**config.mk**
```make
export PLATFORM = sky130hd
export DESIGN_NAME = mcst_top
export DESIGN_NICKNAME = d
export VERILOG_FILES = /design/src/core/mcst_pkg.sv /design/src/core/mcst_sync.sv /design/src/core/mcst_timer.sv /design/src/core/mcst_top.sv
export SDC_FILE = /design/constraint.sdc
export NUM_CORES = 1
export LEC_CHECK = 0
export BUFFER_PORTS_ARGS = -buffer_cell sky130_fd_sc_hd__clkbuf_2
export CAP_MARGIN = 20
export CELL_PAD_IN_SITES_DETAIL_PLACEMENT = 1
export CELL_PAD_IN_SITES_GLOBAL_PLACEMENT = 2
export CORE_MARGIN = 2
export CORE_UTILIZATION = 37
export CTS_BUF_LIST = sky130_fd_sc_hd__clkbuf_4 sky130_fd_sc_hd__clkbuf_8
export DETAILED_ROUTE_END_ITERATION = 7
export PLACE_DENSITY = 0.89
export SLEW_MARGIN = 20
export SYNTH_ARGS = -nofsm -noshare
export SYNTH_HDL_FRONTEND = slang
export SYNTH_SLANG_ARGS = --single-unit
export TNS_END_PERCENT = 10
```
**constraint.sdc**
```tcl
create_clock -name MCLK_I -period 2.4 [get_ports MCLK_I]
set_input_delay 0.36 -clock MCLK_I [delete_from_list [all_inputs] [get_ports MCLK_I]]
set_output_delay 0.36 -clock MCLK_I [all_outputs]
set_load 0.02 [all_outputs]
```
**src/core/mcst_pkg.sv**
```systemverilog
package mcst_pkg;
   // clock and timing figures
   localparam int unsigned CLK_MHZ = 20;
   localparam int unsigned RST_MIN_NS = 2000;
   localparam int unsigned RST_MIN_CYC = (RST_MIN_NS * CLK_MHZ + 999) / 1000;
   localparam int unsigned RST_CNT_W = 6;
   localparam int unsigned INIT_MS = 2000;
   localparam int unsigned INIT_CYC_DOC = INIT_MS * CLK_MHZ * 1000;
   localparam int unsigned INIT_W = 26;

   // synchroniser lane positions
   localparam int unsigned SYN_W = 10;
   localparam int unsigned SI_SCL = 0;
   localparam int unsigned SI_SDA = 1;
   localparam int unsigned SI_SEL = 2;
   localparam int unsigned SI_RST = 3;
   localparam int unsigned SI_LP = 4;
   localparam int unsigned SI_TXF = 5;
   localparam int unsigned SI_LOS = 6;
   localparam logic [SYN_W-1:0] SYN_RST_VAL = 10'h00F;

   // 2-wire byte map
   localparam logic [7:0] RA_STATUS = 8'h02;
   localparam logic [7:0] RA_FLAGS = 8'h03;
   localparam logic [7:0] RA_MASK = 8'h04;
   localparam logic [7:0] RA_CTRL = 8'h05;
   localparam int unsigned NOT_READY_BIT = 0;
   localparam int unsigned PDOWN_BIT = 0;
   localparam logic [6:0] DEV_ADDR_DEF = 7'h50;
   localparam logic [6:0] MASK_RST = 7'h00;
   localparam logic PDOWN_RST = 1'b0;
   localparam logic [7:0] PTR_RST = 8'h00;
   localparam logic [3:0] BITS_PER_BYTE = 4'h8;

   // apb map
   localparam logic [7:0] APB_STATUS = 8'h00;
   localparam logic [7:0] APB_EVENT = 8'h04;
   localparam int unsigned EV_OTHER_BIT = 0;
   localparam int unsigned ST_NRDY_LSB = 0;
   localparam int unsigned ST_LP_LSB = 1;
   localparam int unsigned ST_FLAG_LSB = 8;
   localparam int unsigned ST_MASK_LSB = 16;

   typedef struct packed {
      logic init_done;
      logic other;
      logic tx_fault;
      logic [3:0] los;
   } mcst_flags_s;

   typedef enum logic [2:0] {
      S_IDLE, S_ADDR, S_AACK, S_WR, S_WACK, S_RD, S_RACK
   } mcst_tw_e;
endpackage : mcst_pkg

```
**src/core/mcst_sync.sv**
```systemverilog
`timescale 1ns/1ps
module mcst_sync #(
   parameter int unsigned W = 1,
   parameter logic [W-1:0] RST_VAL = '0
) (
   input wire logic clk_i,
   input wire logic arst_n_i,
   input wire logic [W-1:0] d_i,
   output logic [W-1:0] q_o
);
   logic [W-1:0] meta_q;
   logic [W-1:0] sync_q;

   always_ff @(posedge clk_i or negedge arst_n_i) begin
      if (!arst_n_i) begin
         meta_q <= RST_VAL;
         sync_q <= RST_VAL;
      end else begin
         meta_q <= d_i;
         sync_q <= meta_q;
      end
   end

   assign q_o = sync_q;
endmodule : mcst_sync

```
**src/core/mcst_timer.sv**
```systemverilog
`timescale 1ns/1ps
module mcst_timer #(
   parameter int unsigned W = 26,
   parameter logic [W-1:0] LOAD = '1
) (
   input wire logic clk_i,
   input wire logic arst_n_i,
   input wire logic start_i,
   output logic done_o
);
   logic [W-1:0] cnt_q;
   logic done_q;
   localparam logic [W-1:0] ONE = {{(W-1){1'b0}}, 1'b1};

   // runs from reset so power-up needs no start pulse
   always_ff @(posedge clk_i or negedge arst_n_i) begin
      if (!arst_n_i) begin
         cnt_q <= LOAD;
      end else if (start_i) begin
         cnt_q <= LOAD;
      end else if (cnt_q != '0) begin
         cnt_q <= cnt_q - ONE;
      end
   end

   always_ff @(posedge clk_i or negedge arst_n_i) begin
      if (!arst_n_i) begin
         done_q <= 1'b0;
      end else begin
         done_q <= !start_i && (cnt_q == ONE);
      end
   end

   assign done_o = done_q;
endmodule : mcst_timer

```
**src/core/mcst_top.sv**
```systemverilog
`timescale 1ns/1ps
module mcst_top
   import mcst_pkg::*;
#(
   parameter int unsigned INIT_CYC = INIT_CYC_DOC,
   parameter logic [6:0] DEV_ADDR = DEV_ADDR_DEF
) (
   input wire logic MCLK_I,
   input wire logic ARST_N_I,
   input wire logic PSEL_I,
   input wire logic PENABLE_I,
   input wire logic PWRITE_I,
   input wire logic [7:0] PADDR_I,
   input wire logic [31:0] PWDATA_I,
   output logic [31:0] PRDATA_O,
   output logic PREADY_O,
   output logic PSLVERR_O,
   input wire logic SCL_I,
   input wire logic SDA_I,
   output logic SDA_O,
   output logic SDA_OE_O,
   input wire logic MODULE_SELECT_N_I,
   input wire logic MODULE_RESET_N_I,
   input wire logic LOW_POWER_REQUEST_I,
   input wire logic [3:0] RX_LOS_I,
   input wire logic TX_FAULT_I,
   output logic INTERRUPT_OUT_N_O,
   output logic PRESENCE_OUT_N_O,
   output logic LOW_POWER_O
);
   logic [SYN_W-1:0] s;
   logic scl_p_q, sda_p_q;
   logic scl_rise, scl_fall, start_c, stop_c, sel;
   logic [RST_CNT_W-1:0] lo_cnt_q;
   logic soft_rst, init_done;
   logic not_ready_q;
   mcst_flags_s flags_q, flag_set, flag_clr;
   logic [3:0] los_p_q;
   logic txf_p_q;
   logic [6:0] mask_q;
   logic pdown_q;
   mcst_tw_e st_q;
   logic [7:0] sh_q, ptr_q;
   logic [3:0] bit_q;
   logic first_q, rw_q, nack_q, oe_q;
   logic wr_stb, rd_done;
   logic int_n_q, lp_q, zero_q;
   logic pready_q, pslverr_q;
   logic [31:0] prdata_q;
   logic ev_stb;
   logic [7:0] rd_byte;

   function automatic logic [7:0] reg_rd(input logic [7:0] a);
      logic [7:0] r;
      r = 8'h00;
      case (a)
         RA_STATUS: r[NOT_READY_BIT] = not_ready_q;
         RA_FLAGS:  r = {1'b0, flags_q};
         RA_MASK:   r = {1'b0, mask_q};
         RA_CTRL:   r[PDOWN_BIT] = pdown_q;
         default:   r = 8'h00;
      endcase
      return r;
   endfunction : reg_rd

   // a function result cannot be bit-selected, so the byte is held here
   always_comb begin
      rd_byte = reg_rd(ptr_q);
   end

   mcst_sync #(.W(SYN_W), .RST_VAL(SYN_RST_VAL)) u_sync (
      .clk_i(MCLK_I),
      .arst_n_i(ARST_N_I),
      .d_i({RX_LOS_I, TX_FAULT_I, LOW_POWER_REQUEST_I, MODULE_RESET_N_I,
            MODULE_SELECT_N_I, SDA_I, SCL_I}),
      .q_o(s)
   );

   // reset pin qualification: short glitches never reset
   always_ff @(posedge MCLK_I or negedge ARST_N_I) begin
      if (!ARST_N_I) begin
         lo_cnt_q <= '0;
      end else if (s[SI_RST]) begin
         lo_cnt_q <= '0;
      end else if (lo_cnt_q != RST_CNT_W'(RST_MIN_CYC)) begin
         lo_cnt_q <= lo_cnt_q + 1'b1;
      end
   end
   assign soft_rst = !s[SI_RST] && (lo_cnt_q == RST_CNT_W'(RST_MIN_CYC));

   // timer reloads while reset is held, runs from release and from power up
   mcst_timer #(.W(INIT_W), .LOAD(INIT_W'(INIT_CYC))) u_init (
      .clk_i(MCLK_I),
      .arst_n_i(ARST_N_I),
      .start_i(soft_rst),
      .done_o(init_done)
   );

   always_ff @(posedge MCLK_I or negedge ARST_N_I) begin
      if (!ARST_N_I) begin
         not_ready_q <= 1'b1;
      end else if (soft_rst) begin
         not_ready_q <= 1'b1;
      end else if (init_done) begin
         not_ready_q <= 1'b0;
      end
   end

   // flag sources
   always_ff @(posedge MCLK_I or negedge ARST_N_I) begin
      if (!ARST_N_I) begin
         los_p_q <= 4'h0;
         txf_p_q <= 1'b0;
      end else begin
         los_p_q <= s[SI_LOS +: 4];
         txf_p_q <= s[SI_TXF];
      end
   end

   always_comb begin
      flag_set.los = s[SI_LOS +: 4] & ~los_p_q;
      flag_set.tx_fault = s[SI_TXF] & ~txf_p_q;
      flag_set.other = ev_stb;
      flag_set.init_done = init_done;
      flag_clr = rd_done && (ptr_q == RA_FLAGS) ? '1 : '0;
   end

   // set wins over clear-on-read so no event is lost
   always_ff @(posedge MCLK_I or negedge ARST_N_I) begin
      if (!ARST_N_I) begin
         flags_q <= '0;
      end else if (soft_rst) begin
         flags_q <= '0;
      end else begin
         flags_q <= (flags_q & ~flag_clr) | flag_set;
      end
   end

   // host settings
   always_ff @(posedge MCLK_I or negedge ARST_N_I) begin
      if (!ARST_N_I) begin
         mask_q <= MASK_RST;
         pdown_q <= PDOWN_RST;
      end else if (soft_rst) begin
         mask_q <= MASK_RST;
         pdown_q <= PDOWN_RST;
      end else if (wr_stb && ptr_q == RA_MASK) begin
         mask_q <= sh_q[6:0];
      end else if (wr_stb && ptr_q == RA_CTRL) begin
         pdown_q <= sh_q[PDOWN_BIT];
      end
   end

   // 2-wire slave, oversampled; scl period is several clocks
   always_ff @(posedge MCLK_I or negedge ARST_N_I) begin
      if (!ARST_N_I) begin
         scl_p_q <= 1'b1;
         sda_p_q <= 1'b1;
      end else begin
         scl_p_q <= s[SI_SCL];
         sda_p_q <= s[SI_SDA];
      end
   end
   assign sel = !s[SI_SEL];
   assign scl_rise = s[SI_SCL] && !scl_p_q;
   assign scl_fall = !s[SI_SCL] && scl_p_q;
   assign start_c = s[SI_SCL] && scl_p_q && sda_p_q && !s[SI_SDA];
   assign stop_c = s[SI_SCL] && scl_p_q && !sda_p_q && s[SI_SDA];
   assign wr_stb = sel && scl_fall && st_q == S_WR && bit_q == BITS_PER_BYTE && !first_q;
   assign rd_done = sel && scl_fall && st_q == S_RD && bit_q == BITS_PER_BYTE;

   always_ff @(posedge MCLK_I or negedge ARST_N_I) begin
      if (!ARST_N_I) begin
         st_q <= S_IDLE;
         sh_q <= 8'h00;
         bit_q <= 4'h0;
         ptr_q <= PTR_RST;
         first_q <= 1'b0;
         rw_q <= 1'b0;
         nack_q <= 1'b0;
         oe_q <= 1'b0;
      end else if (!sel) begin
         st_q <= S_IDLE;
         oe_q <= 1'b0;
      end else if (stop_c) begin
         st_q <= S_IDLE;
         oe_q <= 1'b0;
      end else if (start_c) begin
         st_q <= S_ADDR;
         bit_q <= 4'h0;
         first_q <= 1'b1;
         oe_q <= 1'b0;
      end else if (scl_rise) begin
         case (st_q)
            S_ADDR, S_WR: begin
               sh_q <= {sh_q[6:0], s[SI_SDA]};
               bit_q <= bit_q + 1'b1;
            end
            S_RD: bit_q <= bit_q + 1'b1;
            S_RACK: nack_q <= s[SI_SDA];
            default: ;
         endcase
      end else if (scl_fall) begin
         case (st_q)
            S_ADDR: begin
               if (bit_q == BITS_PER_BYTE && sh_q[7:1] == DEV_ADDR) begin
                  st_q <= S_AACK;
                  rw_q <= sh_q[0];
                  oe_q <= 1'b1;
               end else if (bit_q == BITS_PER_BYTE) begin
                  st_q <= S_IDLE;
               end
            end
            S_AACK: begin
               bit_q <= 4'h0;
               if (rw_q) begin
                  sh_q <= rd_byte;
                  oe_q <= !rd_byte[7];
                  st_q <= S_RD;
               end else begin
                  oe_q <= 1'b0;
                  st_q <= S_WR;
               end
            end
            S_WR: begin
               if (bit_q == BITS_PER_BYTE) begin
                  oe_q <= 1'b1;
                  st_q <= S_WACK;
                  first_q <= 1'b0;
                  ptr_q <= first_q ? sh_q : ptr_q + 1'b1;
               end
            end
            S_WACK: begin
               oe_q <= 1'b0;
               bit_q <= 4'h0;
               st_q <= S_WR;
            end
            S_RD: begin
               if (bit_q == BITS_PER_BYTE) begin
                  oe_q <= 1'b0;
                  st_q <= S_RACK;
                  ptr_q <= ptr_q + 1'b1;
               end else begin
                  sh_q <= {sh_q[6:0], 1'b0};
                  oe_q <= !sh_q[6];
               end
            end
            S_RACK: begin
               if (nack_q) begin
                  st_q <= S_IDLE;
               end else begin
                  sh_q <= rd_byte;
                  oe_q <= !rd_byte[7];
                  bit_q <= 4'h0;
                  st_q <= S_RD;
               end
            end
            default: st_q <= S_IDLE;
         endcase
      end
   end

   // pin outputs
   always_ff @(posedge MCLK_I or negedge ARST_N_I) begin
      if (!ARST_N_I) begin
         int_n_q <= 1'b1;
         lp_q <= 1'b0;
         zero_q <= 1'b0;
      end else begin
         int_n_q <= ~|(flags_q & ~mask_q);
         lp_q <= s[SI_LP] | pdown_q;
         zero_q <= 1'b0;
      end
   end

   // apb slave, one wait state
   assign ev_stb = PSEL_I && PENABLE_I && pready_q && PWRITE_I
      && PADDR_I == APB_EVENT && PWDATA_I[EV_OTHER_BIT];

   always_ff @(posedge MCLK_I or negedge ARST_N_I) begin
      if (!ARST_N_I) begin
         pready_q <= 1'b0;
         pslverr_q <= 1'b0;
         prdata_q <= 32'h0000_0000;
      end else begin
         pready_q <= PSEL_I && PENABLE_I && !pready_q;
         if (PSEL_I && !PENABLE_I) begin
            pslverr_q <= !((PADDR_I == APB_STATUS && !PWRITE_I)
               || (PADDR_I == APB_EVENT && PWRITE_I));
            prdata_q <= 32'h0000_0000;
            if (PADDR_I == APB_STATUS && !PWRITE_I) begin
               prdata_q[ST_NRDY_LSB] <= not_ready_q;
               prdata_q[ST_LP_LSB] <= lp_q;
               prdata_q[ST_FLAG_LSB +: 7] <= flags_q;
               prdata_q[ST_MASK_LSB +: 7] <= mask_q;
            end
         end
      end
   end

   assign PRDATA_O = prdata_q;
   assign PREADY_O = pready_q;
   assign PSLVERR_O = pslverr_q;
   assign SDA_O = zero_q;
   assign SDA_OE_O = oe_q;
   assign INTERRUPT_OUT_N_O = int_n_q;
   assign PRESENCE_OUT_N_O = zero_q;
   assign LOW_POWER_O = lp_q;
endmodule : mcst_top

```
* After elaboration in Yosys (flattened, before gate mapping) *
Cells that the tools add are included.

storage, ports and cells
  logic and storage cells = 216
  flip-flop bits (word level) = 123
  output and inout port bits = 39
  bits of input ports = 55

cells by class
  multiplexer cells = 63
  eq/ne operators = 32
  bitwise logic cells = 14
  add/subtract/negate cells = 4
  reduce and logical (&&, ||, !) cells = 74

operator list
  cell                                                 count
  2-to-1 mux 8 bit                                     9
  2-to-1 mux 26 bit                                    2
  2-to-1 mux 7 bit                                     6
  2-to-1 mux 3 bit                                     11
  logical AND 1 bit                                    28
  == test 26 x 1 -> 1 bit (second input constant)      1
  nonzero test 26 bit                                  1
  subtractor 26 x 1 -> 26 bit (second input constant)  1
  == test 8 x 3 -> 1 bit (second input constant)       3
  case mux 8 bit (3 select lines)                      1
  2-to-1 mux 1 bit                                     20
  2-to-1 mux 4 bit                                     5
  nonzero test 2 bit                                   10
  case mux 3 bit (6 select lines)                      1
  AND reduction 6 bit                                  3
  == test 8 x 2 -> 1 bit (second input constant)       2
  case mux 8 bit (2 select lines)                      1
  AND 7 bit                                            2
  logical NOT 1 bit                                    14
  inverter 7 bit                                       2
  2-to-1 mux 6 bit                                     2
  case mux 6 bit (2 select lines)                      1
  nonzero test 4 bit                                   3
  != test 2 x 1 -> 1 bit (second input constant)       5
  other kinds (40)                                     53

* Longest topological paths before layout *
Gate-level depths: netlist (run 1).

  depth in word-level cells = 11
  mapped depth = 10
  mapped depth without buffers = 7

* By module *
A second synthesis (run 1) with hierarchy kept.

unflattened totals
  cells, all modules = 582
  area, all modules = 6004.5 um2

modules (own cells, without submodules)
  module      times used  cells each  seq. area each (um2)  area an instance (um2)
  mcst_top    1           403         1906.8                3973.8
  mcst_timer  1           159         685.7                 1520.2
  mcst_sync   1           20          510.5                 510.5

* Least setup slack after synthesis (run 1) *
No wires, ideal clock.

  path type = reg-to-reg
  from = reg scl_p_q
  to = reg bit_q[3]
  cell stages (with the launch flop) = 9
  setup time = 0.065 ns
  path slack = 0.453 ns
  data required time = 2.335 ns
  clock period less this slack = 1.947 ns
  arrival time = 1.882 ns
  buffers on the path = 1
  cell sequence = dfstp_2 inv_1 ha_1 clkbuf_1 or2_2 o21ai_0 nand2_1 nor4_1 a211o_1

between the ends
  word-level cells in the longest chain between the ends = 5
  elaborated cells between the ends (all ways) = 16

ends and longest elaborated chain
  what                                                          RTL line                          text
  from (decl)                                                   mcst_top.sv:32                    logic scl_p_q, sda_p_q;
  from (signal assigned)                                        mcst_top.sv:160                   scl_p_q <= s[SI_SCL];
  logical AND 1 bit                                             mcst_top.sv:167, mcst_top.sv:168
  logical AND 1 bit (on tied branches) (2 in a row)             mcst_top.sv:167, mcst_top.sv:168
  != test 4 bit (no source line), or another cell as far along  --
  AND reduction 6 bit (no source line)                          --
  to (signal assigned)                                          mcst_top.sv:197                   bit_q <= bit_q + 1'b1;
  to (signal assigned)                                          mcst_top.sv:199                   S_RD: bit_q <= bit_q + 1'b1;
  to (decl)                                                     mcst_top.sv:44                    logic [3:0] bit_q;

Parallel ways exist; a longest one is shown, timed or not.
A chain may end at the register's enable or synchronous reset.

* Final worst setup path (run 1) *
  from = reg u_init.cnt_q[4]
  to = reg u_init.cnt_q[15]

between the ends
  word-level cells in the longest chain between the ends = 3
  elaborated cells between the ends (all ways) = 5

ends and longest elaborated chain
  what                         RTL line          text
  from (decl)                  mcst_timer.sv:11  logic [W-1:0] cnt_q;
  from (signal assigned)       mcst_timer.sv:22  cnt_q <= cnt_q - ONE;
  subtractor 26 x 1 -> 26 bit  mcst_timer.sv:22
  2-to-1 mux 26 bit            mcst_timer.sv:21  end else if (cnt_q != '0) begin
  2-to-1 mux 26 bit            mcst_timer.sv:19  end else if (start_i) begin

Parallel ways exist; a longest one is shown, timed or not. The select of a mux whose other input is x is not followed.

==> results.cfg, run 1 <==
[setup_path]
max_stage_delay_ns = 0.48
r2r_cells = 5
crit_fanout = 7
crit_type = reg2reg
critPathArrivalTime_ns = 2.58
worst_setup_path_start_kind = register
crit_chain = nor3_1 -> nand4b_2 -> or4_1 -> or3_1 -> a21oi_1
cp_slowest_cell = or4_1
reg2reg_from = u_init.cnt_q[4]$_DFFE_PN0P_
critPathRequiredTime_ns = 2.78
reg2reg_slack_ns = 0.20
timing.rr.end = u_init.cnt_q[15]$_DFFE_PN0P_
critPathCaptureType = register

[status]
outcome = complete, no violations

[timing]
setup_viol = 0
period_needed_ns = 2.20
skew_ns = 0.0177
fmax_mhz = 455
relSlewSlack_pct = 56.7
finalHoldViolCount = 0
slew_violations = 0
fin_setup_tns_ns = 0
rsz0062_at_grt = no
finalCritPeriodShare_pct = 91.6
worst_pin_slew_ns = 0.649

[layout]
layout-drive-gt1-share_pct = 20.1
syn_to_final_growth_pct = 15.9
finalNonFillerCells = 904
layout.nets = 743
layout.area.seq_mm2 = 0.00310
n_fill_cell = 1855
multi_input_area_mm2 = 0.00266
num_antenna_cells = 0

[yosys]
ys_warn_count = 0
async_flop_share_pct = 100
synth-simple-area-share_pct = 21.9
synth_mux_area_share_pct = 1.39
synth_fa_ha_area_share_pct = 2.69
synth-edff-count = 0
avgSynthCellArea_um2 = 9.86
seq_area_frac_synth_pct = 51.4
yosysUniqueCellTypes = 66
syn_inst = 612
ys.flop_type = dfrtp_1
synth_top_family_by_area = simple AND/OR/NAND/NOR gates
synth-compound-area-share_pct = 15.3
ys_ff_latch = 123
syn-cell-area_mm2 = 0.00604
synth-xor-area-share_pct = 1.60

[floorplan]
die_h_um = 132
ios = 94
die_w_um = 132
initial_core_util_pct = 37.9
die-area_mm2 = 0.0174
placementRows = 46
fp.coreArea_mm2 = 0.0159

[pwr]
p_leak_nw = 3.19
pwr_density_cell_mw_per_mm2 = 618
max-vdd-ir-drop_uv = 397

[clocking]
h-tree-depth = 4
tritoncts = built
clock_latency_ns = 0.45
cts_sinks = 123
clockBufferDepth = 2
clk_pin_slew_ns = 0.09
ctsResizeCount = 0
cts_root_buf = clkbuf_8
cts_setup_buffers = 0
cts_buffers = 17

[routing]
drc = 0
wl_per_cell_um = 17.0
drt_iter0_drc = 280
ant_nets = 0
routed_wl_um = 15400
vias = 4838
viasPerCell = 5.35
drt_pre_antenna_iters = 4

[global_route]
grt_pass1_vias = 5244
grt_max_degree = 124
grt_pass1_wl_um = 26100
grt_overflow = 0
grt_antenna_before_repair = 0
grt.total_usage_pct = 18.5

[placement]
place.gp.congestion = 0.803
port_buffers = 44
hpwl_um = 10600
dp_cells = 862

[job]
cap_violations = 0

[worst_hold_path]
hold_path_class = in2async
worst max-delay path, delay by kind of cell, from the launching register on:
| family | cells | cell delay [ns] |
|---|---|---|
| compound gates | 1 | 0.17 |
| flops | 1 | 0.44 |
| simple gates | 4 | 1.52 |
timing repair:
item / CTS / global route
hold buffers: 10 / 0
endpoints found under the setup margin: 0 / 0
endpoints found under the hold margin: 10 / 0
logic make-up (layout without fill, tap and decap cells):
| logic type | Yosys count | in the layout |
|---|---|---|
| AO/OA/AOI/OAI | 146 | 146 |
| XOR/XNOR | 11 | 11 |
| multiplexers | 8 | 8 |
| AND/OR/NAND/NOR | 243 | 243 |
| adder cells (fa/ha/maj) | 13 | 13 |
| buffers and inverters | 67 | 126 |
| flip-flops | 123 | 123 |
| other | 1 | 18 |
routing by layer:
| metal | global-route usage, % | wire (um) | vias up |
|---|---|---|---|
| met4 | 6.22 | 196 | 0 |
| met1 | 22.5 | 6800 | 2455 |
| met3 | 4.46 | 459 | 18 |
| met2 | 32.4 | 7920 | 70 |
| met5 | 0 | 0 | - |
| li1 | - | - | 2295 |
worst max-delay path by stage:
stage	start	to	slack (ns)	cells after the start
final	u_init.cnt_q[4]$_DFFE_PN0P_	u_init.cnt_q[15]$_DFFE_PN0P_	0.20	5
after global routing	lo_cnt_q[0]$_DFFE_PN0N_	pdown_q$_DFFE_PN0P_	0.05	8
after CTS	u_init.cnt_q[4]$_DFFE_PN0P_	u_init.cnt_q[15]$_DFFE_PN0P_	0.20	5
after detailed placement	u_init.cnt_q[4]$_DFFE_PN0P_	u_init.cnt_q[15]$_DFFE_PN0P_	0.22	5
after global placement	u_init.cnt_q[2]$_DFFE_PN0P_	u_init.cnt_q[19]$_DFFE_PN0P_	0.34	5
after floorplan	scl_p_q$_DFF_PN1_	bit_q[3]$_DFFE_PN0P_	0.45	8
cells in the mapped netlist (6+ instances only):
library cell	instances	area share (%)
clkbuf_1	20	1.2
dfstp_2	20	8.7
o21ai_0	46	3.8
inv_1	20	1.2
and3_1	8	0.83
or3_1	12	1.2
a22oi_1	7	0.87
nand3_1	34	2.8
nor4_1	9	0.93
a22o_1	16	2.3
nand2_1	60	3.7
nand2b_1	10	1.0
buf_4	18	2.2
nand4_1	6	0.62
nor2b_1	11	1.1
ha_1	13	2.7
a211oi_1	6	0.75
xnor2_1	8	1.2
a21oi_1	36	3.0
nor2_1	40	2.5
dfrtp_1	103	43
nor3_1	13	1.1
final cells by class:
type / count / share of cell area (%)
sequential: 123 / 44.3
multi-input combinational: 439 / 38.0
timing repair buffer: 74 / 6.94
tap: 216 / 3.86
clock buffer: 18 / 3.54
clock inverter: 14 / 2.27
inverter: 20 / 1.07
power by group:
group	switching (mW)	internal (mW)
sequential	0.0318	2.12
combinational	0.175	0.0911
clock	0.940	0.969
total	1.15	3.18
state kept, by name (all words and copies together) (netlist names), 3 cells and up:
| register | cells |
|---|---|
| bit_q | 4 |
| ptr_q | 8 |
| u_init.cnt_q | 26 |
| los_p_q | 4 |
| u_sync.q_o | 10 |
| PRDATA_O | 16 |
| st_q | 3 |
| u_sync.meta_q | 10 |
| sh_q | 8 |
| mask_q | 7 |
| flags_q | 7 |
| lo_cnt_q | 6 |
cells in the final DEF (no fill, tap or decap), drive strengths merged, types with 7 or more instances in the layout:
cell,n
nor2b,11
a22o,16
nand2b,10
ha,13
dfrtp,103
or4,7
nor3,16
inv,26
and3,8
clkbuf,61
dlygate4sd3,10
o21ai,47
or3,12
a21oi,37
conb,18
nand3,34
dfstp,20
nand4,7
nand2,60
nor4,13
nor2,40
xnor2,8
a22oi,7
buf,21
per-stage QoR:
| stage | setup slack [ns] | util, % | hold slack, ns | total power, mW | area (um2) |
|---|---|---|---|---|---|
| after global routing | 0.0473 | 43.9 | 0.0369 | 4.50 | 7000 |
| after CTS | 0.199 | 43.9 | 0.0221 | 4.39 | 7000 |
| after floorplan | 0.453 | - | 0.0644 | 2.35 | 6100 |
| final | 0.201 | 43.9 | 0.00913 | 4.33 | 7000 |
| after detailed placement | 0.218 | 40.7 | 0.338 | 2.44 | 6490 |
| after global placement | 0.336 | 40.7 | 0.332 | 2.43 | 6490 |
No activity file was read; power rests on OpenSTA's default activity.
==> run 2: changes to the inputs <==
ABC_AREA = 1   (was default)
CORE_UTILIZATION = 35   (was 37)
PLACE_DENSITY = 0.9   (was 0.89)
==> results.cfg, run 2 <==
[timing]
fmax_mhz = 496
period_needed_ns = 2.02
finalHoldViolCount = 0
relSlewSlack_pct = 57.8
worst_pin_slew_ns = 0.632
skew_ns = 0.0121
fin_setup_tns_ns = 0
setup_viol = 0
finalCritPeriodShare_pct = 84.0
rsz0062_at_grt = no
hold_slack_ns = 0.157
slew_violations = 0

[routing]
viasPerCell = 4.86
drt_iter0_drc = 241
drc = 0
wl_per_cell_um = 15.1
route.met3.wl_um = 493
dr.max_layer_used = met4
met2WireLength_um = 8210
met1_length_um = 8100
drt_pre_antenna_iters = 4
vias = 5469
ant_nets = 0
routed_wl_um = 17000

[job]
cap_violations = 0

[setup_path]
worst_setup_path_start_kind = register
reg2reg_from = u_init.cnt_q[0]$_DFFE_PN0P_
critPathArrivalTime_ns = 2.35
crit_fanout = 9
critPathRequiredTime_ns = 2.73
critPathCaptureType = register
crit_type = reg2reg
cp-startpoint = u_init.cnt_q[0]$_DFFE_PN0P_

[worst_hold_path]
hold_path_class = in2reg
hp-start = PSEL_I

[yosys]
synth-simple-area-share_pct = 30.9
syn-cell-area_mm2 = 0.00641
ys_ff_latch = 123
async_flop_share_pct = 100
ys.flop_type = dfrtp_1
synth-edff-count = 0
yosysTopAreaCell = dfrtp_1
ys_warn_count = 0
yosys-top-cells-count = nand2_1 (206), dfrtp_1 (103), inv_1 (95)
yosysUniqueCellTypes = 39
yosys.area.top_type_share_pct = 40.2
synth_area_leaders = dfrtp_1 (40%), nand2_1 (12%), dfstp_2 (8.2%)
synth_top_family_by_area = simple AND/OR/NAND/NOR gates
seq_area_frac_synth_pct = 48.4
synth_mux_area_share_pct = 0
syn_inst = 811
synth-compound-area-share_pct = 8.30
synth-xor-area-share_pct = 1.09
synth_fa_ha_area_share_pct = 2.54
avgSynthCellArea_um2 = 7.90
synth.most_common_cell = nand2_1

[global_route]
grt_pass1_vias = 5720
grt.total_usage_pct = 18.5
grt_antenna_before_repair = 0
grt_overflow = 0
grt_max_degree = 62
grt_pass1_wl_um = 28900

[layout]
layout_common_cells = nand2_1 (206), dfrtp_1 (103), inv_1 (95), nor2_1 (93), nand3_1 (72)
n_fill_cell = 2230
finalNonFillerCells = 1125
top_register = u_init.cnt_q
layout.nets = 951
largest_reg_flops = 26
fin_util_pct = 40.9
layout-drive-gt1-share_pct = 15.4
final_common_cell = nand2_1
syn_to_final_growth_pct = 14.6
num_antenna_cells = 0

[floorplan]
placementRows = 49
die_w_um = 139
fp.coreArea_mm2 = 0.0180
initial_core_util_pct = 35.7
die-area_mm2 = 0.0194
ios = 94
die_h_um = 139

[clocking]
cts_setup_buffers = 0
tritoncts = built
h-tree-depth = 4
cts_root_buf = clkbuf_8
clockBufferDepth = 2
cts_sinks = 123
cts_buffers = 17
clock_latency_ns = 0.46
clk_pin_slew_ns = 0.08

[pwr]
p_leak_nw = 3.87
pwr_density_cell_mw_per_mm2 = 577
max-vdd-ir-drop_uv = 322

[placement]
dp_cells = 1082
port_buffers = 44
hpwl_um = 12600
place.gp.congestion = 0.832

[status]
outcome = complete, no violations
-- run 2: stage by stage --
step           worst slack [ns]  instance area (um2)  power [mW]
6_report                  0.384                 7340        4.24
3_5_place_dp              0.427                 6880        2.58
4_1_cts                   0.379                 7340        4.30
5_1_grt                   0.171                 7340        4.45
3_3_place_gp              0.476                 6880        2.57
2_1_floorplan             0.723                 6470        2.45
-- run 2: final timing paths --
kind                                                 to  slack [ns]  depth (start not counted)
max                        u_init.cnt_q[19]$_DFFE_PN0P_        0.38                          7
min                                  PREADY_O$_DFF_PN0_        0.16                          3
max reg2reg                u_init.cnt_q[19]$_DFFE_PN0P_        0.38                          7
min reg2reg                     u_sync.q_o[5]$_DFF_PN0_        0.35                          0
max in group asynchronous   u_init.cnt_q[9]$_DFFE_PN1P_        1.16                          3
min in group asynchronous              rw_q$_DFFE_PN0P_        0.43                          2
-- run 2: routing by layer --
metal / global-route usage (%) / up-vias
met3: 4.09 / 11
met1: 24.2 / 2656
met4: 4.78 / 0
li1: - / 2723
met2: 31.1 / 79
met5: 0 / -
-- run 2: critical path, stage by stage, from the launching register on --
cell,delay [ns]
dfrtp_1,0.43
inv_1,0.20
ha_1,0.33
nand2_2,0.14
nor2_2,0.30
nand3_4,0.20
nor2_8,0.23
nor2_1,0.07
-- run 2: repair_timing --
action,4_1_cts,5_1_grt
gates resized for setup,0,0
hold buffers,11,0
endpoints found under the hold margin,38,0
-- run 2: cells by family after synthesis --
kind of cell | count (synthesis)
AOI/OAI and AO/OA | 103
buffers and inverters | 127
DFF | 123
xor gates and xnor gates | 8
adders and majority gates | 13
other | 1
and+or+nand+nor | 436
-- run 2: layout make-up --
class | count | area, um2 | area share [%]
clock buffer | 18 | 241 | 3.29
clock inverter | 14 | 113 | 1.53
inverter | 98 | 370 | 5.04
multi-input combinational | 578 | 2810 | 38.3
sequential | 123 | 3100 | 42.3
tap | 229 | 287 | 3.90
timing repair buffer | 65 | 420 | 5.72
-- run 2: report_power, final --
| group | switching [mW] | total, mW | internal, mW | leakage [nW] |
|---|---|---|---|---|
| clock | 0.945 | 1.69 | 0.742 | 0.172 |
| combinational | 0.229 | 0.332 | 0.103 | 2.14 |
| sequential | 0.0681 | 2.22 | 2.15 | 1.56 |
